<file path="config.mk">
export PLATFORM = sky130hd
export DESIGN_NAME = cdt_timer
export DESIGN_NICKNAME = d
export VERILOG_FILES = /design/src/design/cdt_pkg.sv /design/src/design/cdt_timer.sv
export SDC_FILE = /design/constraint.sdc
export NUM_CORES = 1
export LEC_CHECK = 0
export ABC_CLOCK_PERIOD_IN_PS = 3420
export BUFFER_PORTS_ARGS = -buffer_cell sky130_fd_sc_hd__buf_2
export CAP_MARGIN = 20
export CORE_UTILIZATION = 45
export CTS_CLUSTER_DIAMETER = 30
export CTS_CLUSTER_SIZE = 28
export DETAILED_ROUTE_END_ITERATION = 10
export GPL_TIMING_DRIVEN = 0
export PLACE_DENSITY = 0.69
export REMOVE_ABC_BUFFERS = 1
export SLEW_MARGIN = 20
export SYNTH_ARGS = -nofsm -noshare
export SYNTH_HDL_FRONTEND = slang
export SYNTH_SLANG_ARGS = --single-unit
</file>
<file path="constraint.sdc">
create_clock -name ref_clk -period 3.42 [get_ports ref_clk]
set_input_delay 0.171 -clock ref_clk [delete_from_list [all_inputs] [get_ports ref_clk]]
set_output_delay 0.171 -clock ref_clk [all_outputs]
set_load 0.01 [all_outputs]
</file>
<file path="src/design/cdt_pkg.sv">
`default_nettype none

package cdt_pkg;

  // channel organisation: channel 2p is the upper, 2p+1 the lower of pair p
  localparam int NUM_CHAN = 4;
  localparam int NUM_PAIR = 2;

  // clock select codes
  localparam logic [2:0] CKS_STOP     = 3'h0;
  localparam logic [2:0] CKS_DIV8     = 3'h1;
  localparam logic [2:0] CKS_DIV64    = 3'h2;
  localparam logic [2:0] CKS_DIV8192  = 3'h3;
  localparam logic [2:0] CKS_CASCADE  = 3'h4;
  localparam logic [2:0] CKS_EXT_RISE = 3'h5;
  localparam logic [2:0] CKS_EXT_FALL = 3'h6;
  localparam logic [2:0] CKS_EXT_BOTH = 3'h7;

  // counter clear select codes
  localparam logic [1:0] CLR_NONE    = 2'h0;
  localparam logic [1:0] CLR_MATCH_A = 2'h1;
  localparam logic [1:0] CLR_MATCH_B = 2'h2;

  // output actions, numerically ordered by priority
  localparam logic [1:0] OUT_NONE   = 2'h0;
  localparam logic [1:0] OUT_LOW    = 2'h1;
  localparam logic [1:0] OUT_HIGH   = 2'h2;
  localparam logic [1:0] OUT_TOGGLE = 2'h3;

  // capture edge codes
  localparam logic [1:0] EDGE_RISE = 2'h0;
  localparam logic [1:0] EDGE_FALL = 2'h1;
  localparam logic [1:0] EDGE_BOTH = 2'h2;

  // prescaler taps (system clock divided by 8, 64, 8192)
  localparam int          PRESC_WIDTH   = 13;
  localparam logic [12:0] PRESC_MASK8   = 13'h0007;
  localparam logic [12:0] PRESC_MASK64  = 13'h003f;
  localparam logic [12:0] PRESC_MASK8K  = 13'h1fff;
  localparam logic [12:0] PRESC_RESET   = 13'h0000;

  // reset values and limits
  localparam logic [7:0] CNT_RESET = 8'h00;
  localparam logic [7:0] CNT_MAX   = 8'hff;
  localparam logic [7:0] COR_RESET = 8'hff;
  localparam logic       PIN_RESET = 1'b0;

  typedef struct packed {
    logic [2:0] clockSelectField;
    logic [1:0] counterClearSelect;
    logic [1:0] bEdgeOrOutputSelect;
    logic [1:0] aOutputSelect;
    logic       captureEnableBit;
  } cdt_cfg_type;

  typedef struct packed {
    logic matchAFlag;
    logic matchBFlag;
    logic overflowFlag;
  } cdt_flags_type;

  typedef enum {MODE_SEPARATE, MODE_16BIT, MODE_CMCOUNT, MODE_CONFLICT} cdt_mode_type;

endpackage

`default_nettype wire

</file>
<file path="src/design/cdt_timer.sv">
`default_nettype none

module cdt_timer
  import cdt_pkg::*;
(
  // clock and reset
  input  wire logic                     ref_clk,
  input  wire logic                     rst,
  // channel settings
  input  wire cdt_cfg_type   [3:0]      chanCfg,
  input  wire logic          [3:0][7:0] compareARegister,
  input  wire logic          [3:0][7:0] compareBWriteData,
  input  wire logic          [3:0]      compareBWrite,
  input  wire cdt_flags_type [3:0]      flagClear,
  // external pins
  input  wire logic          [3:0]      externalClockPin,
  input  wire logic          [1:0]      captureOrOutputPinIn,
  output logic               [1:0]      captureOrOutputPinOut,
  output logic               [1:0]      captureOrOutputPinOe,
  output logic               [1:0]      upperTimerOutputPin,
  // state
  output logic               [3:0][7:0] countRegister,
  output logic               [3:0][7:0] compareBCaptureRegister,
  output cdt_flags_type      [3:0]      statusFlags
);

  logic [PRESC_WIDTH-1:0] presc;
  logic [3:0]             extSync1;
  logic [3:0]             extSync2;
  logic [3:0]             extPrev;
  logic [1:0]             capSync1;
  logic [1:0]             capSync2;
  logic [1:0]             capPrev;
  logic [3:0]             chanTick;
  logic [3:0]             incr;
  logic [3:0]             clr;
  logic [3:0]             evA;
  logic [3:0]             evB;
  logic [3:0]             ovfEv;
  logic [1:0]             capEvt;
  logic [3:0]             capSet;
  logic [1:0]             mode16;
  cdt_mode_type           pairMode [2];

  // count pulse from the selected source
  function automatic logic sourceTick(input logic [2:0] sel, input logic [12:0] pre,
                                      input logic rise, input logic fall);
    case (sel)
      CKS_DIV8:     return (pre & PRESC_MASK8) == PRESC_MASK8;
      CKS_DIV64:    return (pre & PRESC_MASK64) == PRESC_MASK64;
      CKS_DIV8192:  return pre == PRESC_MASK8K;
      CKS_EXT_RISE: return rise;
      CKS_EXT_FALL: return fall;
      CKS_EXT_BOTH: return rise | fall;
      default:      return 1'b0;
    endcase
  endfunction

  // capture edge detection by edge code
  function automatic logic edgeHit(input logic [1:0] sel, input logic rise, input logic fall);
    case (sel)
      EDGE_RISE: return rise;
      EDGE_FALL: return fall;
      EDGE_BOTH: return rise | fall;
      default:   return 1'b0;
    endcase
  endfunction

  // clear request from the clear select and the channel events
  function automatic logic clearHit(input logic [1:0] sel, input logic a, input logic b,
                                    input logic cap);
    case (sel)
      CLR_MATCH_A: return a;
      CLR_MATCH_B: return b | cap;
      default:     return 1'b0;
    endcase
  endfunction

  // highest priority output action of the coinciding matches
  function automatic logic [1:0] pinAction(input logic a, input logic b,
                                           input logic [1:0] selA, input logic [1:0] selB);
    logic [1:0] actA;
    logic [1:0] actB;
    actA = a ? selA : OUT_NONE;
    actB = b ? selB : OUT_NONE;
    return (actA > actB) ? actA : actB;
  endfunction

  // pin level after an action
  function automatic logic pinNext(input logic level, input logic [1:0] act);
    case (act)
      OUT_LOW:    return 1'b0;
      OUT_HIGH:   return 1'b1;
      OUT_TOGGLE: return ~level;
      default:    return level;
    endcase
  endfunction

  // free running prescaler
  always_ff @(posedge ref_clk)
  begin
    if (rst)
      presc <= PRESC_RESET;
    else
      presc <= presc + 13'h0001;
  end

  // pin synchronisers; first stage feeds only the second
  always_ff @(posedge ref_clk)
  begin
    if (rst)
    begin
      extSync1 <= 4'h0;
      extSync2 <= 4'h0;
      extPrev  <= 4'h0;
      capSync1 <= 2'h0;
      capSync2 <= 2'h0;
      capPrev  <= 2'h0;
    end
    else
    begin
      extSync1 <= externalClockPin;
      extSync2 <= extSync1;
      extPrev  <= extSync2;
      capSync1 <= captureOrOutputPinIn;
      capSync2 <= capSync1;
      capPrev  <= capSync2;
    end
  end

  // source ticks per channel
  always_comb
  begin
    for (int c = 0; c < NUM_CHAN; c++)
      chanTick[c] = sourceTick(chanCfg[c].clockSelectField, presc,
                               extSync2[c] & ~extPrev[c], ~extSync2[c] & extPrev[c]);
  end

  // per pair mode, count, match, overflow and clear decisions
  always_comb
  begin
    for (int p = 0; p < NUM_PAIR; p++)
    begin
      int   u, l;
      logic capOn;
      u = 2 * p;
      l = 2 * p + 1;
      capOn = chanCfg[l].captureEnableBit;
      case ({chanCfg[u].clockSelectField == CKS_CASCADE,
             chanCfg[l].clockSelectField == CKS_CASCADE})
        2'b10:   pairMode[p] = MODE_16BIT;
        2'b01:   pairMode[p] = MODE_CMCOUNT;
        2'b11:   pairMode[p] = MODE_CONFLICT;
        default: pairMode[p] = MODE_SEPARATE;
      endcase
      mode16[p] = pairMode[p] == MODE_16BIT;
      capEvt[p] = capOn & edgeHit(mode16[p] ? chanCfg[u].bEdgeOrOutputSelect
                                            : chanCfg[l].bEdgeOrOutputSelect,
                                  capSync2[p] & ~capPrev[p], ~capSync2[p] & capPrev[p]);
      capSet[u] = mode16[p] & capEvt[p];
      capSet[l] = capEvt[p];
      case (pairMode[p])
        MODE_16BIT:
        begin
          incr[l]  = chanTick[l];
          incr[u]  = chanTick[l] & (countRegister[l] == CNT_MAX);
          evA[u]   = chanTick[l] & ({countRegister[u], countRegister[l]} ==
                                    {compareARegister[u], compareARegister[l]});
          evB[u]   = chanTick[l] & ~capOn & ({countRegister[u], countRegister[l]} ==
                                    {compareBCaptureRegister[u], compareBCaptureRegister[l]});
          evA[l]   = chanTick[l] & (countRegister[l] == compareARegister[l]);
          evB[l]   = chanTick[l] & ~capOn &
                     (countRegister[l] == compareBCaptureRegister[l]);
          ovfEv[u] = incr[u] & (countRegister[u] == CNT_MAX);
          ovfEv[l] = incr[l] & (countRegister[l] == CNT_MAX);
        end
        MODE_SEPARATE, MODE_CMCOUNT:
        begin
          incr[u]  = chanTick[u];
          evA[u]   = incr[u] & (countRegister[u] == compareARegister[u]);
          evB[u]   = incr[u] & (countRegister[u] == compareBCaptureRegister[u]);
          incr[l]  = (pairMode[p] == MODE_CMCOUNT) ? evA[u] : chanTick[l];
          evA[l]   = incr[l] & (countRegister[l] == compareARegister[l]);
          evB[l]   = incr[l] & ~capOn &
                     (countRegister[l] == compareBCaptureRegister[l]);
          ovfEv[u] = incr[u] & (countRegister[u] == CNT_MAX);
          ovfEv[l] = incr[l] & (countRegister[l] == CNT_MAX);
        end
        default:
        begin
          incr[u]  = 1'b0;
          incr[l]  = 1'b0;
          evA[u]   = 1'b0;
          evB[u]   = 1'b0;
          evA[l]   = 1'b0;
          evB[l]   = 1'b0;
          ovfEv[u] = 1'b0;
          ovfEv[l] = 1'b0;
        end
      endcase
      clr[u] = clearHit(chanCfg[u].counterClearSelect, evA[u], evB[u],
                        mode16[p] & capEvt[p]);
      clr[l] = mode16[p] ? clr[u]
                         : clearHit(chanCfg[l].counterClearSelect, evA[l], evB[l],
                                    capEvt[p]);
    end
  end

  // counters: clear wins over increment; no wrap flag when cleared
  always_ff @(posedge ref_clk)
  begin
    for (int c = 0; c < NUM_CHAN; c++)
    begin
      if (rst)
        countRegister[c] <= CNT_RESET;
      else if (clr[c])
        countRegister[c] <= CNT_RESET;
      else if (incr[c])
        countRegister[c] <= countRegister[c] + 8'h01;
    end
  end

  // B registers: capture wins over a software load
  always_ff @(posedge ref_clk)
  begin
    for (int p = 0; p < NUM_PAIR; p++)
    begin
      if (rst)
      begin
        compareBCaptureRegister[2*p]   <= COR_RESET;
        compareBCaptureRegister[2*p+1] <= COR_RESET;
      end
      else
      begin
        if (capEvt[p] && mode16[p])
          compareBCaptureRegister[2*p] <= countRegister[2*p];
        else if (compareBWrite[2*p])
          compareBCaptureRegister[2*p] <= compareBWriteData[2*p];
        if (capEvt[p])
          compareBCaptureRegister[2*p+1] <= countRegister[2*p+1];
        else if (compareBWrite[2*p+1])
          compareBCaptureRegister[2*p+1] <= compareBWriteData[2*p+1];
      end
    end
  end

  // sticky flags; a set in the clearing cycle wins
  always_ff @(posedge ref_clk)
  begin
    for (int c = 0; c < NUM_CHAN; c++)
    begin
      if (rst)
        statusFlags[c] <= '0;
      else
      begin
        statusFlags[c].matchAFlag   <= evA[c] |
                                       (statusFlags[c].matchAFlag & ~flagClear[c].matchAFlag);
        statusFlags[c].matchBFlag   <= evB[c] | capSet[c] |
                                       (statusFlags[c].matchBFlag & ~flagClear[c].matchBFlag);
        statusFlags[c].overflowFlag <= (ovfEv[c] & ~clr[c]) |
                                       (statusFlags[c].overflowFlag &
                                        ~flagClear[c].overflowFlag);
      end
    end
  end

  // timer output pins under each channel's own output select bits
  always_ff @(posedge ref_clk)
  begin
    for (int p = 0; p < NUM_PAIR; p++)
    begin
      if (rst)
      begin
        upperTimerOutputPin[p]   <= PIN_RESET;
        captureOrOutputPinOut[p] <= PIN_RESET;
        captureOrOutputPinOe[p]  <= 1'b0;
      end
      else
      begin
        upperTimerOutputPin[p]   <= pinNext(upperTimerOutputPin[p],
                                      pinAction(evA[2*p], evB[2*p],
                                                chanCfg[2*p].aOutputSelect,
                                                chanCfg[2*p].bEdgeOrOutputSelect));
        captureOrOutputPinOut[p] <= pinNext(captureOrOutputPinOut[p],
                                      pinAction(evA[2*p+1], evB[2*p+1],
                                                chanCfg[2*p+1].aOutputSelect,
                                                chanCfg[2*p+1].bEdgeOrOutputSelect));
        captureOrOutputPinOe[p]  <= ~chanCfg[2*p+1].captureEnableBit &
                                    ((chanCfg[2*p+1].aOutputSelect != OUT_NONE) |
                                     (chanCfg[2*p+1].bEdgeOrOutputSelect != OUT_NONE));
      end
    end
  end
endmodule // cdt_timer

`default_nettype wire

</file>
==> flow_metrics.py <==
metrics = {
    "run_status": {
        "run_status": "complete, no violations",
    },
    "setup_path": {
        "crit_top_cell": "a21oi_1",
        "setup.worst_path.start": "presc[1]",
        "critPathKind": "reg2reg",
        "worstReg2RegStart": "presc[1]",
        "worstSetupStartpointType": "register",
        "ff2ff_setup_slack_ps": 180,
        "critPathSlowestCell": "a2111oi_1",
        "cp_data_required_time_ps": 3780,
        "r2r-end": "captureOrOutputPinOut[0]",
        "critical_path_arrival_ps": 3600,
        "worst_setup_path_end_kind": "register",
        "cp_max_fo": 5,
        "worstRegToRegCells": 14,
        "crit_chain": "ha_4 > ha_2 > mux2_2 > a21o_1 > o211ai_1 > o41ai_4 > buf_4 > and2b_1 > and2_1 > ha_1 > a21oi_1 > a21oi_1 > a2111oi_1 > a311o_1",
        "worstSetupEndpoint": "captureOrOutputPinOut[0]",
        "max_stage_delay_ps": 370,
    },
    "grt": {
        "grt.total_usage": 0.213,
        "grt_overflow_total": 0,
        "antenna_found_initial": 0,
        "grt_first_pass_wirelength_mm": 27.5,
        "grt_pass1_vias": 5716,
        "grt_start_max_net_pins": 63,
    },
    "floorplanning": {
        "die_width_um": 127,
        "initial_utilization": 0.462,
        "num_io_pins": 210,
        "dieHeight_um": 127,
        "core_area_sq_mm": 0.0153,
        "dieArea_sq_mm": 0.0162,
        "rows": 45,
    },
    "logic_synthesis": {
        "synthTopCellsByArea": "dfxtp_1 (32%), ha_1 (6.8%), xor2_1 (6.6%), xnor2_1 (5.7%), mux2i_1 (5.5%)",
        "synth_top_area_cell": "dfxtp_1",
        "synthCells": 805,
        "synth-seq-area-share": 0.321,
        "netlist_area_sq_mm": 0.00704,
        "ys_types": 75,
        "ys_async_sr_fraction": 0,
        "netlist.area_leader.share": 0.321,
        "ys_warn_count": 0,
        "synth-seq-cells": 113,
        "synthFlopType": "dfxtp_1",
        "synth.avg_cell_area_sq_um": 8.75,
        "synth-edff-count": 0,
    },
    "power": {
        "power.leakage_nw": 3.92,
        "pwr_density_cell_mw_per_mm2": 401,
        "ir_worst_vdd_v": 0.000340,
    },
    "finish": {
        "final_common_cell": "buf_2",
        "fin_nets": 1169,
        "regArea_sq_mm": 0.00226,
        "final_cell_mix": "buf_2 (207), dfxtp_1 (112), nor2_1 (65)",
        "fillers": 1395,
        "design_area_sq_mm": 0.00897,
        "final_util": 0.588,
        "multi_input_area_sq_mm": 0.00449,
        "diodes": 0,
        "syn_to_final_growth_pct": 27.4,
        "drive_above_1_share": 0.295,
    },
    "clock_tree": {
        "h-tree-depth": 4,
        "clkLatencyLatePin_ps": 410,
        "cts-root-buf": "clkbuf_16",
        "clkTransAtPathRegs_ps": 50,
        "cts_tree": "built",
        "clk_path_buf_depth": 2,
        "numCtsBuffers": 17,
        "clkSinkCount": 113,
    },
    "sta": {
        "hold_viol_final": 0,
        "fin_crit_ps": 3240,
        "skew_ps": 6.99,
        "finalSetupViolCount": 0,
        "tightestPinTransition_ps": 941,
        "slew_headroom": 0.372,
        "min_period_over_period": 0.948,
        "rsz0062_at_grt": "false",
        "slew_viol_final": 0,
        "clock.fmax_mhz": 308,
    },
    "place": {
        "placedInstanceArea_sq_mm": 0.00821,
        "dp.final_hpwl_mm": 12.8,
        "io_buffers": 207,
        "globalplace.congestion": 0.789,
    },
    "drt": {
        "routed_via_density": 5.11,
        "vias": 6268,
        "first_iter_violations": 286,
        "final_antenna_net_count": 0,
        "wl_per_cell_um": 14.0,
        "wl_mm": 17.2,
        "drc": 0,
        "dr.pass1.iters": 5,
    },
    "flow_run": {
        "cap_violations": 0,
    },
    "min_path": {
        "min_path_cells": 2,
        "holdCritPathClass": "in2reg",
    },
}
[critical path, delay by kind of cell, from the launching register on]
kind	cells	cell delay, ps
AO/OA/AOI/OAI	7	1340
multiplexers	1	270
flip-flops	1	330
AND/OR/NAND/NOR	2	340
buffers and inverters	1	180
adder cells (fa/ha/maj)	3	710
[power by group]
group	total [mW]	internal, mW	switching (mW)	leakage, nW
clock	1.71	1.13	0.579	0.290
combinational	0.467	0.240	0.227	2.71
sequential	1.42	1.37	0.0520	0.924
total	3.60	2.74	0.858	3.92
[metal layers]
metal	vias to the layer above	wire, um	global-route usage
met4	0	189	0.0693
met5	-	0	0
li1	3179	-	-
met1	2931	8140	0.271
met2	141	8160	0.353
met3	17	749	0.0536
[flip-flops by register name, summed over array words and instances, names as in the netlist]
name                     cells
extSync2                     4
statusFlags                 12
captureOrOutputPinOe         2
compareBCaptureRegister     32
upperTimerOutputPin          2
countRegister               32
capSync2                     2
capPrev                      2
captureOrOutputPinOut        2
capSync1                     2
extSync1                     4
presc                       13
extPrev                      4
[cells by family (layout without fill, tap and decap cells)]
group                      count (synthesis)  in the layout  synth area share
AOI/OAI and AO/OA                        102            102             0.106
xor gates and xnor gates                  99             99             0.123
muxes                                     65             65            0.0970
DFF                                      113            113             0.321
adders and majority gates                 38             38            0.0675
and+or+nand+nor                          295            295             0.233
buffers and inverters                     93            304            0.0526
[Yosys cell counts, types with 4 or more instances]
cell and count:
mux2i_1 39, a311o_1 4, nor3_1 14, a21oi_1 33, ha_1 38, and2_1 9, nand2_1 40, dfxtp_1 113
buf_2 5, nor2_1 66, inv_1 51, nand3_1 17, o211ai_1 5, buf_1 7, or3_1 4, clkbuf_1 27
o21ai_0 16, xor2_1 53, mux2_2 26, nor2b_1 19, xnor2_1 46, nand2b_1 43, and3_1 12, nor4_1 13
nand4_1 26
[repair_timing]
item,4_1_cts,5_1_grt
setup endpoints to repair,2,4
hold buffers,6,0
hold endpoints to repair,6,0
pin swaps,1,4
resized for setup,3,11
buffers inserted,2,3
[per-stage QoR]
stage | setup slack [ps] | power, mW | cells | hold slack (ps) | setup TNS [ps]
detailed placement | -278 | 1.89 | 1184 | 387 | -338
finish | 177 | 3.60 | 1227 | 21.8 | 0
global route | 4.70 | 3.75 | 1227 | 21.0 | 0
global placement | -795 | 1.88 | 1181 | 382 | -2630
floorplan | -69.5 | 1.69 | 763 | 238 | -69.5
CTS | 26.3 | 3.63 | 1224 | 0.767 | 0
[layout make-up]
cell class / count / area share
timing repair buffer: 221 / 0.131
sequential: 113 / 0.252
clock buffer: 28 / 0.0598
multi-input combinational: 599 / 0.501
clock inverter: 4 / 0.00502
inverter: 51 / 0.0213
tap: 211 / 0.0294
[worst min-delay path by stage]
stage                                    from  slack [ps]                      end
after floorplan                           rst         240               capPrev[0]
after global routing              chanCfg[30]          20  captureOrOutputPinOe[1]
after global placement    externalClockPin[2]         380              extSync1[2]
after detailed placement  externalClockPin[2]         390              extSync1[2]
final                             chanCfg[30]          20  captureOrOutputPinOe[1]
after CTS                         chanCfg[30]         0.8  captureOrOutputPinOe[1]
No activity file was read; power rests on OpenSTA's default activity.
